$ cat src/logic/pbc_pkg.sv
// pbc_pkg: constants and carrier types for one port-bypass channel.
// assumes a 50 MHz core clock shared by every user of the package.
package pbc_pkg;

    // register position in the device map and bit layout
    localparam logic [7:0] REG_ADDR      = 8'h28;
    localparam int         BIT_EN        = 7;
    localparam int         BIT_IRQ_EN    = 6;
    localparam int         BIT_FB        = 1;
    localparam int         BIT_SD        = 0;

    // values after reset: channel and interrupt off, force-bypass bit set
    localparam logic       RST_EN        = 1'b0;
    localparam logic       RST_IRQ_EN    = 1'b0;
    localparam logic       RST_FB        = 1'b1;
    localparam logic [7:0] RST_IRQ_SRC   = 8'h00;

    // timing
    localparam int         CLK_PERIOD_NS = 20;
    localparam int         LOSS_MAX_NS   = 400;
    localparam int         LOSS_MAX_CYC  = LOSS_MAX_NS / CLK_PERIOD_NS;
    localparam int         FILT_CYC      = 3;
    localparam logic [1:0] FILT_LAST     = 2'(FILT_CYC - 1);

    // one pad: driven value and active-low output enable
    typedef struct packed {
        logic val;
        logic oe_n;
    } pbc_pin_t;

    // software-written control bits of the channel register
    typedef struct packed {
        logic en;
        logic irq_en;
        logic fb;
    } pbc_ctl_t;

endpackage : pbc_pkg

$ cat src/logic/pbc_sync_filter.sv
// pbc_sync_filter: two-flop synchroniser followed by a stability filter.
// assumes an asynchronous pad input; output changes only after FILT_CYC equal samples.
`timescale 1ns/100ps
`default_nettype none

module pbc_sync_filter (
    input  wire logic clk_in,
    input  wire logic nrst_in,
    input  wire logic raw_in,
    output var  logic level_out
);

    logic       meta_q;
    logic       sync_q;
    logic [1:0] cnt_q;
    logic       level_q;

    always_ff @(posedge clk_in or negedge nrst_in) begin
        if (!nrst_in) begin
            meta_q <= 1'b1;
            sync_q <= 1'b1;
        end else begin
            meta_q <= raw_in;
            sync_q <= meta_q;
        end
    end

    // pads power up pulled high, so the filter starts at 1
    always_ff @(posedge clk_in or negedge nrst_in) begin
        if (!nrst_in) begin
            cnt_q   <= 2'h0;
            level_q <= 1'b1;
        end else if (sync_q == level_q) begin
            cnt_q   <= 2'h0;
        end else if (cnt_q == pbc_pkg::FILT_LAST) begin
            cnt_q   <= 2'h0;
            level_q <= sync_q;
        end else begin
            cnt_q   <= cnt_q + 2'h1;
        end
    end

    assign level_out = level_q;

endmodule : pbc_sync_filter
`default_nettype wire

$ cat src/logic/pbc_channel.sv
// pbc_channel: control register and pin logic of one port-bypass channel.
// assumes the serial slave core presents one-cycle write strobes for this register
// and pulses irq_ack_in when the shared interrupt source register is read.
`timescale 1ns/100ps
`default_nettype none

module pbc_channel (
    input  wire logic             clk_in,
    input  wire logic             nrst_in,
    input  wire logic             reg_wr_in,
    input  wire logic [7:0]       reg_wdata_in,
    output var  logic [7:0]       reg_rdata_out,
    input  wire logic             irq_ack_in,
    output var  logic             irq_n_out,
    output var  logic [7:0]       irq_source_index_out,
    input  wire pbc_pkg::pbc_pin_t gpio_drive_cfg_in,
    input  wire pbc_pkg::pbc_pin_t gpio_sense_cfg_in,
    output var  pbc_pkg::pbc_pin_t bypass_drive_pin_out,
    output var  pbc_pkg::pbc_pin_t sigdet_sense_pin_out,
    input  wire logic             bypass_drive_pin_in,
    input  wire logic             sigdet_sense_pin_in
);

    pbc_pkg::pbc_ctl_t ctl_q;
    logic              sd_filt;
    logic              drive_filt;
    logic              sd_prev_q;
    logic              sd_edge;
    logic              irq_event;
    logic              irq_n_q;
    logic [7:0]        irq_src_q;
    logic [7:0]        rdata_d;
    logic [7:0]        rdata_q;
    pbc_pkg::pbc_pin_t drive_q;
    pbc_pkg::pbc_pin_t sense_q;

    // each pad is read through its own instance of the synchroniser and filter
    pbc_sync_filter u_sense_filt (
        .clk_in    (clk_in),
        .nrst_in   (nrst_in),
        .raw_in    (sigdet_sense_pin_in),
        .level_out (sd_filt)
    );

    pbc_sync_filter u_drive_filt (
        .clk_in    (clk_in),
        .nrst_in   (nrst_in),
        .raw_in    (bypass_drive_pin_in),
        .level_out (drive_filt)
    );

    // hardware clear beats a software write: a write cannot re-arm normal
    // mode while the link is down
    always_ff @(posedge clk_in or negedge nrst_in) begin
        if (!nrst_in) begin
            ctl_q.en     <= pbc_pkg::RST_EN;
            ctl_q.irq_en <= pbc_pkg::RST_IRQ_EN;
            ctl_q.fb     <= pbc_pkg::RST_FB;
        end else begin
            if (reg_wr_in) begin
                ctl_q.en     <= reg_wdata_in[pbc_pkg::BIT_EN];
                ctl_q.irq_en <= reg_wdata_in[pbc_pkg::BIT_IRQ_EN];
            end
            if (!sd_filt) begin
                ctl_q.fb <= 1'b0;
            end else if (reg_wr_in) begin
                ctl_q.fb <= reg_wdata_in[pbc_pkg::BIT_FB];
            end
        end
    end

    // transitions are taken from the filtered level so glitches never interrupt
    assign sd_edge   = sd_filt ^ sd_prev_q;
    assign irq_event = sd_edge && ctl_q.irq_en;

    always_ff @(posedge clk_in or negedge nrst_in) begin
        if (!nrst_in) begin
            sd_prev_q <= 1'b1;
        end else begin
            sd_prev_q <= sd_filt;
        end
    end

    // event wins over an acknowledge in the same cycle
    always_ff @(posedge clk_in or negedge nrst_in) begin
        if (!nrst_in) begin
            irq_n_q   <= 1'b1;
            irq_src_q <= pbc_pkg::RST_IRQ_SRC;
        end else if (irq_event) begin
            irq_n_q   <= 1'b0;
            irq_src_q <= pbc_pkg::REG_ADDR;
        end else if (irq_ack_in) begin
            irq_n_q   <= 1'b1;
        end
    end

    // enabled: push-pull drive of the force-bypass bit, sense pad as input;
    // disabled: the pads follow whatever the general-purpose logic asks
    always_ff @(posedge clk_in or negedge nrst_in) begin
        if (!nrst_in) begin
            drive_q <= '{val: 1'b1, oe_n: 1'b1};
            sense_q <= '{val: 1'b1, oe_n: 1'b1};
        end else if (ctl_q.en) begin
            drive_q <= '{val: ctl_q.fb, oe_n: 1'b0};
            sense_q <= '{val: 1'b1, oe_n: 1'b1};
        end else begin
            drive_q <= gpio_drive_cfg_in;
            sense_q <= gpio_sense_cfg_in;
        end
    end

    // bit 0 always reads back the filtered sense level; bit 1 shows the filtered drive pad when disabled, the fb bit when enabled
    always_comb begin
        rdata_d                     = 8'h00;
        rdata_d[pbc_pkg::BIT_EN]     = ctl_q.en;
        rdata_d[pbc_pkg::BIT_IRQ_EN] = ctl_q.irq_en;
        rdata_d[pbc_pkg::BIT_FB]     = ctl_q.en ? ctl_q.fb : drive_filt;
        rdata_d[pbc_pkg::BIT_SD]     = sd_filt;
    end

    always_ff @(posedge clk_in or negedge nrst_in) begin
        if (!nrst_in) begin
            rdata_q <= 8'h00;
        end else begin
            rdata_q <= rdata_d;
        end
    end

    assign reg_rdata_out        = rdata_q;
    assign irq_n_out            = irq_n_q;
    assign irq_source_index_out = irq_src_q;
    assign bypass_drive_pin_out = drive_q;
    assign sigdet_sense_pin_out = sense_q;

    // helper: cycles the pad has been low while the channel still drives normal mode
    int loss_cnt_q;

    always_ff @(posedge clk_in or negedge nrst_in) begin
        if (!nrst_in) begin
            loss_cnt_q <= 0;
        end else if (ctl_q.en && !sigdet_sense_pin_in && drive_q.val && !drive_q.oe_n) begin
            loss_cnt_q <= loss_cnt_q + 1;
        end else begin
            loss_cnt_q <= 0;
        end
    end

    property p_loss_bound;
        @(posedge clk_in) disable iff (!nrst_in)
        loss_cnt_q < pbc_pkg::LOSS_MAX_CYC;
    endproperty
    a_loss_bound: assert property (p_loss_bound) else $error("bypass drive not released in time");

    property p_fb_clear;
        @(posedge clk_in) disable iff (!nrst_in)
        !sd_filt |=> !ctl_q.fb;
    endproperty
    a_fb_clear: assert property (p_fb_clear) else $error("force-bypass bit kept while sense low");

    property p_drive_low;
        @(posedge clk_in) disable iff (!nrst_in)
        !sd_filt ##1 ctl_q.en |=> (!drive_q.val && !drive_q.oe_n);
    endproperty
    a_drive_low: assert property (p_drive_low) else $error("drive pin not low after loss");

    property p_drive_follow;
        @(posedge clk_in) disable iff (!nrst_in)
        ctl_q.en |=> (!drive_q.oe_n && drive_q.val == $past(ctl_q.fb) && sense_q.oe_n);
    endproperty
    a_drive_follow: assert property (p_drive_follow) else $error("drive pin not following bit");

    property p_disabled_pass;
        @(posedge clk_in) disable iff (!nrst_in)
        // the edge that releases reset still loads reset values, so start one edge later
        nrst_in && !ctl_q.en |=> (drive_q == $past(gpio_drive_cfg_in) && sense_q == $past(gpio_sense_cfg_in));
    endproperty
    a_disabled_pass: assert property (p_disabled_pass) else $error("pins touched while disabled");

    property p_irq_raise;
        @(posedge clk_in) disable iff (!nrst_in)
        (sd_filt != sd_prev_q) && ctl_q.irq_en |=> (!irq_n_out && irq_source_index_out == pbc_pkg::REG_ADDR);
    endproperty
    a_irq_raise: assert property (p_irq_raise) else $error("interrupt not raised on transition");

    property p_irq_quiet;
        @(posedge clk_in) disable iff (!nrst_in)
        irq_n_out && (!ctl_q.irq_en || sd_filt == sd_prev_q) |=> irq_n_out;
    endproperty
    a_irq_quiet: assert property (p_irq_quiet) else $error("interrupt without enabled transition");

    property p_sd_read;
        @(posedge clk_in) disable iff (!nrst_in)
        nrst_in |=> reg_rdata_out[pbc_pkg::BIT_SD] == $past(sd_filt);
    endproperty
    a_sd_read: assert property (p_sd_read) else $error("status bit not filtered pin level");

    property p_sense_sync;
        @(posedge clk_in) disable iff (!nrst_in)
        $changed(sd_filt) |-> $past(sigdet_sense_pin_in, 3) == sd_filt;
    endproperty
    a_sense_sync: assert property (p_sense_sync) else $error("sense level changed without filtering");

    c_loss: cover property (@(posedge clk_in) disable iff (!nrst_in)
        ctl_q.en && ctl_q.fb ##1 !sd_filt ##2 !drive_q.val);
    c_irq: cover property (@(posedge clk_in) disable iff (!nrst_in)
        $rose(sd_filt) && ctl_q.irq_en ##1 !irq_n_out);
    c_ack_race: cover property (@(posedge clk_in) disable iff (!nrst_in)
        irq_ack_in && irq_event);

endmodule : pbc_channel
`default_nettype wire

$ cat config.mk
export PLATFORM = sky130hd
export DESIGN_NAME = pbc_channel
export DESIGN_NICKNAME = d
export VERILOG_FILES = /design/src/logic/pbc_pkg.sv /design/src/logic/pbc_sync_filter.sv /design/src/logic/pbc_channel.sv
export SDC_FILE = /design/constraint.sdc
export NUM_CORES = 1
export LEC_CHECK = 0
export ABC_AREA = 1
export ABC_CLOCK_PERIOD_IN_PS = 1500
export BUFFER_PORTS_ARGS = -buffer_cell sky130_fd_sc_hd__buf_2
export CAP_MARGIN = 40
export CORE_UTILIZATION = 45
export CTS_BUF_LIST = sky130_fd_sc_hd__clkbuf_4
export CTS_CLUSTER_SIZE = 8
export DETAILED_ROUTE_END_ITERATION = 7
export GPL_TIMING_DRIVEN = 0
export PLACE_DENSITY = 0.76
export SKIP_CTS_REPAIR_TIMING = 1
export SLEW_MARGIN = 20
export SYNTH_ARGS = -nofsm -noshare
export SYNTH_HDL_FRONTEND = slang
export SYNTH_HIERARCHICAL = 1
export SYNTH_SLANG_ARGS = --single-unit
$ cat constraint.sdc
create_clock -name clk_in -period 1.5 [get_ports clk_in]
set_input_delay 0.15 -clock clk_in [delete_from_list [all_inputs] [get_ports clk_in]]
set_output_delay 0.15 -clock clk_in [all_outputs]
set_load 0.005 [all_outputs]
### Yosys cells after proc, flatten, opt, wreduce, memory -nomap -nowiden

Cells that the tools add are included.

* register bits after elaboration: 24
* bits of input ports: 18
* output and inout bits: 21
* word-level logic and storage cells: 44

* $add $sub $neg: 2
* eq/ne operators: 5
* mux-type cells: 11
* bitwise gates (word level): 3
* reduce and logical (&&, ||, !) cells: 4

Operators by type and width (number)
* 2-bit 2-to-1 mux: 6
* 1-bit 2-to-1 mux: 5
* 2-bit by 1-bit adder with 2-bit output, second input constant: 2
* 2-bit == test, second input constant: 2
* 2-bit AND reduction: 2
* 1-bit == test: 2
* 2-bit inequality test, second input constant: 1
* 1-bit NOT: 2
* 2-bit nonzero test: 1
* 1-bit logical AND: 1
* 1-bit XOR: 1

### Longest topological paths before layout

* depth after elaboration: 3
* depth in mapped cells: 5
* mapped depth without buffers: 5

### Hierarchy

Netlist, hierarchy kept.

Modules (own cells, without submodules)
* pbc_channel: instances 1, cells an instance 52, area each 554.3 sq um, sequential area each 359.1 sq um
* pbc_sync_filter: instances 2, cells an instance 21, area each 190.2 sq um, sequential area each 128.9 sq um

### Least setup slack after synthesis

No wires, ideal clock.

* path type: reg2reg
* from: register u_sense_filt.level_q, in the netlist u_sense_filt/level_out
* to: register irq_n_q, in the netlist irq_n_out
* library setup time: 0.067 ns
* arrival time: 0.773 ns
* data required time: 1.433 ns
* path slack: 0.660 ns
* stages on the path, launching flop included: 5
* path buffers: 0
* period minus slack after synthesis: 0.840 ns
* cells stage by stage: dfstp_2 > nand2_1 > nand2_1 > nor2_1 > nor2_1

* cells in the longest elaborated chain, start to end: 3
* elaborated cells between the ends (all ways): 4
* classes of those cells: mux (1); bitwise (1); reduce/logical (2)

Ends and longest elaborated chain
* start, declared: line pbc_sync_filter.sv:16 `logic level_q;`
* start signal, assigned: line pbc_sync_filter.sv:37 `level_q <= sync_q;`
* 1-bit XOR (*): line pbc_channel.sv:73 `assign sd_edge = sd_filt ^ sd_prev_q;`
* 1-bit logical AND (*): line pbc_channel.sv:74 `assign irq_event = sd_edge && ctl_q.irq_en;`
* 1-bit 2-to-1 mux / 2-bit nonzero test (equally long branches)
* end signal, assigned: line pbc_channel.sv:87 `irq_n_q <= 1'b1;`
* end signal, assigned: line pbc_channel.sv:90 `irq_n_q <= 1'b0;`
* end signal, assigned: line pbc_channel.sv:93 `irq_n_q <= 1'b1;`
* end, declared: line pbc_channel.sv:30 `logic irq_n_q;`

Mark *: on every way between the ends. The rest lies on a longest branch, timed or not.
A chain may end at the register's enable or synchronous reset.

### Worst setup path after layout

* from: register irq_source_index_out[3] (netlist name)
* to: output irq_source_index_out[5]

RTL lines
* end, declared: line pbc_channel.sv:15 `output var logic [7:0] irq_source_index_out,`

No word-level cell between the ends.

==> qor.csv <==
stage,metric,value,unit
routing,dr.pass1.iters,4,
synth,synth-seq-cells,24,
power_and_ir_drop,internal_power,0.001299,W
clocking,clock_path_buffers,2,
clocking,clk_pin_slew,0.12,ns
timing,post-route-min-period,1.119,ns
global_route,grt_max_degree,25,
clocking,clk_latency,0.31,ns
power_and_ir_drop,power_frac_seq,0.533,
power_and_ir_drop,p_clk_frac,0.251,
hold_path,worst_hold_path.num_cells,2,
critical_path,slowest_stage,dfrtp_1,
timing,setup_violations,0,
critical_path,arrival,0.97,ns
routing,drtAntennaViolNets,0,
power_and_ir_drop,power_density,1474,nW/um2
clocking,htreeDepth,1,
floorplanning,rows,16,
synth,synth_cell_types,12,
power_and_ir_drop,switching_power,0.0004837,W
global_route,grt-ovfl-total,0,
floorplanning,ioPinCount,39,
power_and_ir_drop,leakage,0.6630,nW
global_route,antenna_found_initial,0,
routing,wl_met1,597,um
floorplanning,start_util,0.4764,
place,dp_hpwl,1026,um
clocking,numCtsBuffers,3,
synth,synth_seq_area_share,0.6600,
global_route,grt_pass1_vias,502,
finish,syn2layout_area_growth,29.45,%
floorplanning,die_h,47.58,um
place,io_buffer_count,23,
floorplanning,die_w,47.58,um
outcome,status,"finished, final reports clean",
critical_path,crit_path_start_kind,flop,
synth,syn_area,934.6,um2
critical_path,endpoint_kind,output pin,
power_and_ir_drop,p_total,0.001783,W
routing,drc,0,
place,gp_congestion,0.7033,
routing,wl_met3,106,um
finish,drive_above_1_share,0.3881,
finish,stdcell_area,1210,um2
routing,top_layer,met4,
critical_path,path_buf_inv,2,
place,dpl_cell_area,1117,um2
timing,fin_worst_skew,0.002603,ns
clocking,cts.sinks,24,
place,dp_cells,153,
timing,finalSetupTns,0,ns
critical_path,r2r_cells,4,
routing,drtIter0Drc,10,
critical_path,slowest_delay,0.41,ns
critical_path,cp.depth,2,
routing,wire_per_inst,8.329,um
global_route,grt.total_usage,0.1222,
timing,fin_crit_sh,0.7461,
synth,avgSynthCellArea,9.943,um2
hold_path,min_path_type,primary input to flop,
critical_path,cp.required,1.35,ns
clocking,root_buffer,clkbuf_4,
synth,postSynthCellCount,94,
power_and_ir_drop,peakVddDrop,1.257,mV
finish,final_cells,161,
timing,rsz0062_at_grt,false,
synth,synth_warnings,6,
global_route,grt_pass1_wl,1897,um
job,maxCapViolCount,0,
clocking,cts_tree,built,
routing,viasPerCell,4.019,
timing,hold_viol_final,0,
routing,wl_met2,631,um
critical_path,critical-path-top-delay-family,flip-flops,
routing,routed_wl,1341,um
finish,layout.nets,153,
critical_path,crit_type,flop to output pin,
timing,slew_viol_final,0,
timing,max_freq,893.6,MHz
critical_path,cp_max_fo,3,
finish,diodes,0,
routing,vias,647,
power_and_ir_drop,comb_power_share,0.216,
critical_path,cp_cell_sequence,buf_4 -> buf_2,
floorplanning,die-area,2263,um2
finish,final_util,0.6167,
floorplanning,core,1962,um2
power_and_ir_drop,swShare,0.2713,
-- final timing paths --
path	start	to	slack, ns
max in group asynchronous	nrst_in	u_sense_filt/meta_q	0.83
worst max register to register	u_sense_filt/level_out	u_sense_filt/cnt_q[1]	0.58
worst min register to register	u_sense_filt/meta_q	u_sense_filt/sync_q	0.37
min in group asynchronous	nrst_in	reg_rdata_out[6]	0.32
worst min-delay path	gpio_sense_cfg_in[1]	sigdet_sense_pin_out[1]	0.03
worst max-delay path	irq_source_index_out[3]	irq_source_index_out[5]	0.38
-- synthesized netlist by cell type --
cell      instances  area [um2]
inv_2             1       3.750
buf_4            11       82.58
nand3_1           2       10.01
o21ai_1           2       10.01
inv_1            12       45.04
nand2_1          27       101.4
dfstp_2          13       341.6
conb_1            1       3.750
nor2_1           11       41.29
dfrtp_1          11       275.3
or2_1             2       12.51
o21bai_1          1       7.510
-- layer usage --
layer / up-vias / GRT usage
met5: - / 0
met4: 0 / 0.03333
met3: 2 / 0.05660
met2: 24 / 0.2082
met1: 287 / 0.1390
li1: 334 / -
-- power groups by stage --
stage               Sequential [W]  Clock [W]  Combinational [W]
floorplan                 0.000958          0           0.000246
global placement          0.000957          0           0.000354
detailed placement        0.000965          0           0.000378
CTS                       0.000952   0.000464           0.000379
global route              0.000975   0.000490           0.000436
finish                    0.000950   0.000448           0.000385
-- sequential cells by signal, summed over array words and instances (netlist names) --
register,flops
u_drive_filt/level_out,1
u_sense_filt/meta_q,1
sigdet_sense_pin_out,2
irq_n_out,1
u_drive_filt/sync_q,1
bypass_drive_pin_out,2
u_drive_filt/cnt_q,2
u_sense_filt/level_out,1
sd_prev_q,1
ctl_q,3
u_drive_filt/meta_q,1
u_sense_filt/sync_q,1
irq_source_index_out,1
u_sense_filt/cnt_q,2
reg_rdata_out,4
-- cell type report --
class | instances | area, um2
tap | 27 | 33.78
fill | 179 | 752.0
timing repair buffer | 27 | 155.1
buffer | 11 | 82.58
clock buffer | 3 | 22.52
sequential | 24 | 616.8
inverter | 13 | 48.80
clock inverter | 1 | 30.03
multi-input combinational | 55 | 220.2
-- cells in the final DEF (no fill, tap or decap) --
cell type / instances
buf_2: 23
buf_4: 11
bufinv_16: 1
clkbuf_4: 3
conb_1: 10
dfrtp_1: 11
dfstp_2: 13
dlygate4sd3_1: 4
inv_1: 12
inv_2: 1
nand2_1: 27
nand3_1: 2
nor2_1: 11
o21ai_1: 2
o21bai_1: 1
or2_1: 2
-- per-stage QoR --
stage               hold WS, ns  setup WS, ns
floorplan               -0.1456        0.6598
global placement         0.1395        0.6064
detailed placement       0.1427        0.5979
CTS                     -0.2104        0.3617
global route            0.01578        0.3151
finish                  0.02598        0.3809
-- logic make-up after synthesis --
logic type,share of synthesized area
and+or+nand+nor,0.1767
other,0.004012
buffers and inverters,0.1406
DFF,0.6600
AOI/OAI and AO/OA,0.01875
Power figures use the tool's default switching activity.
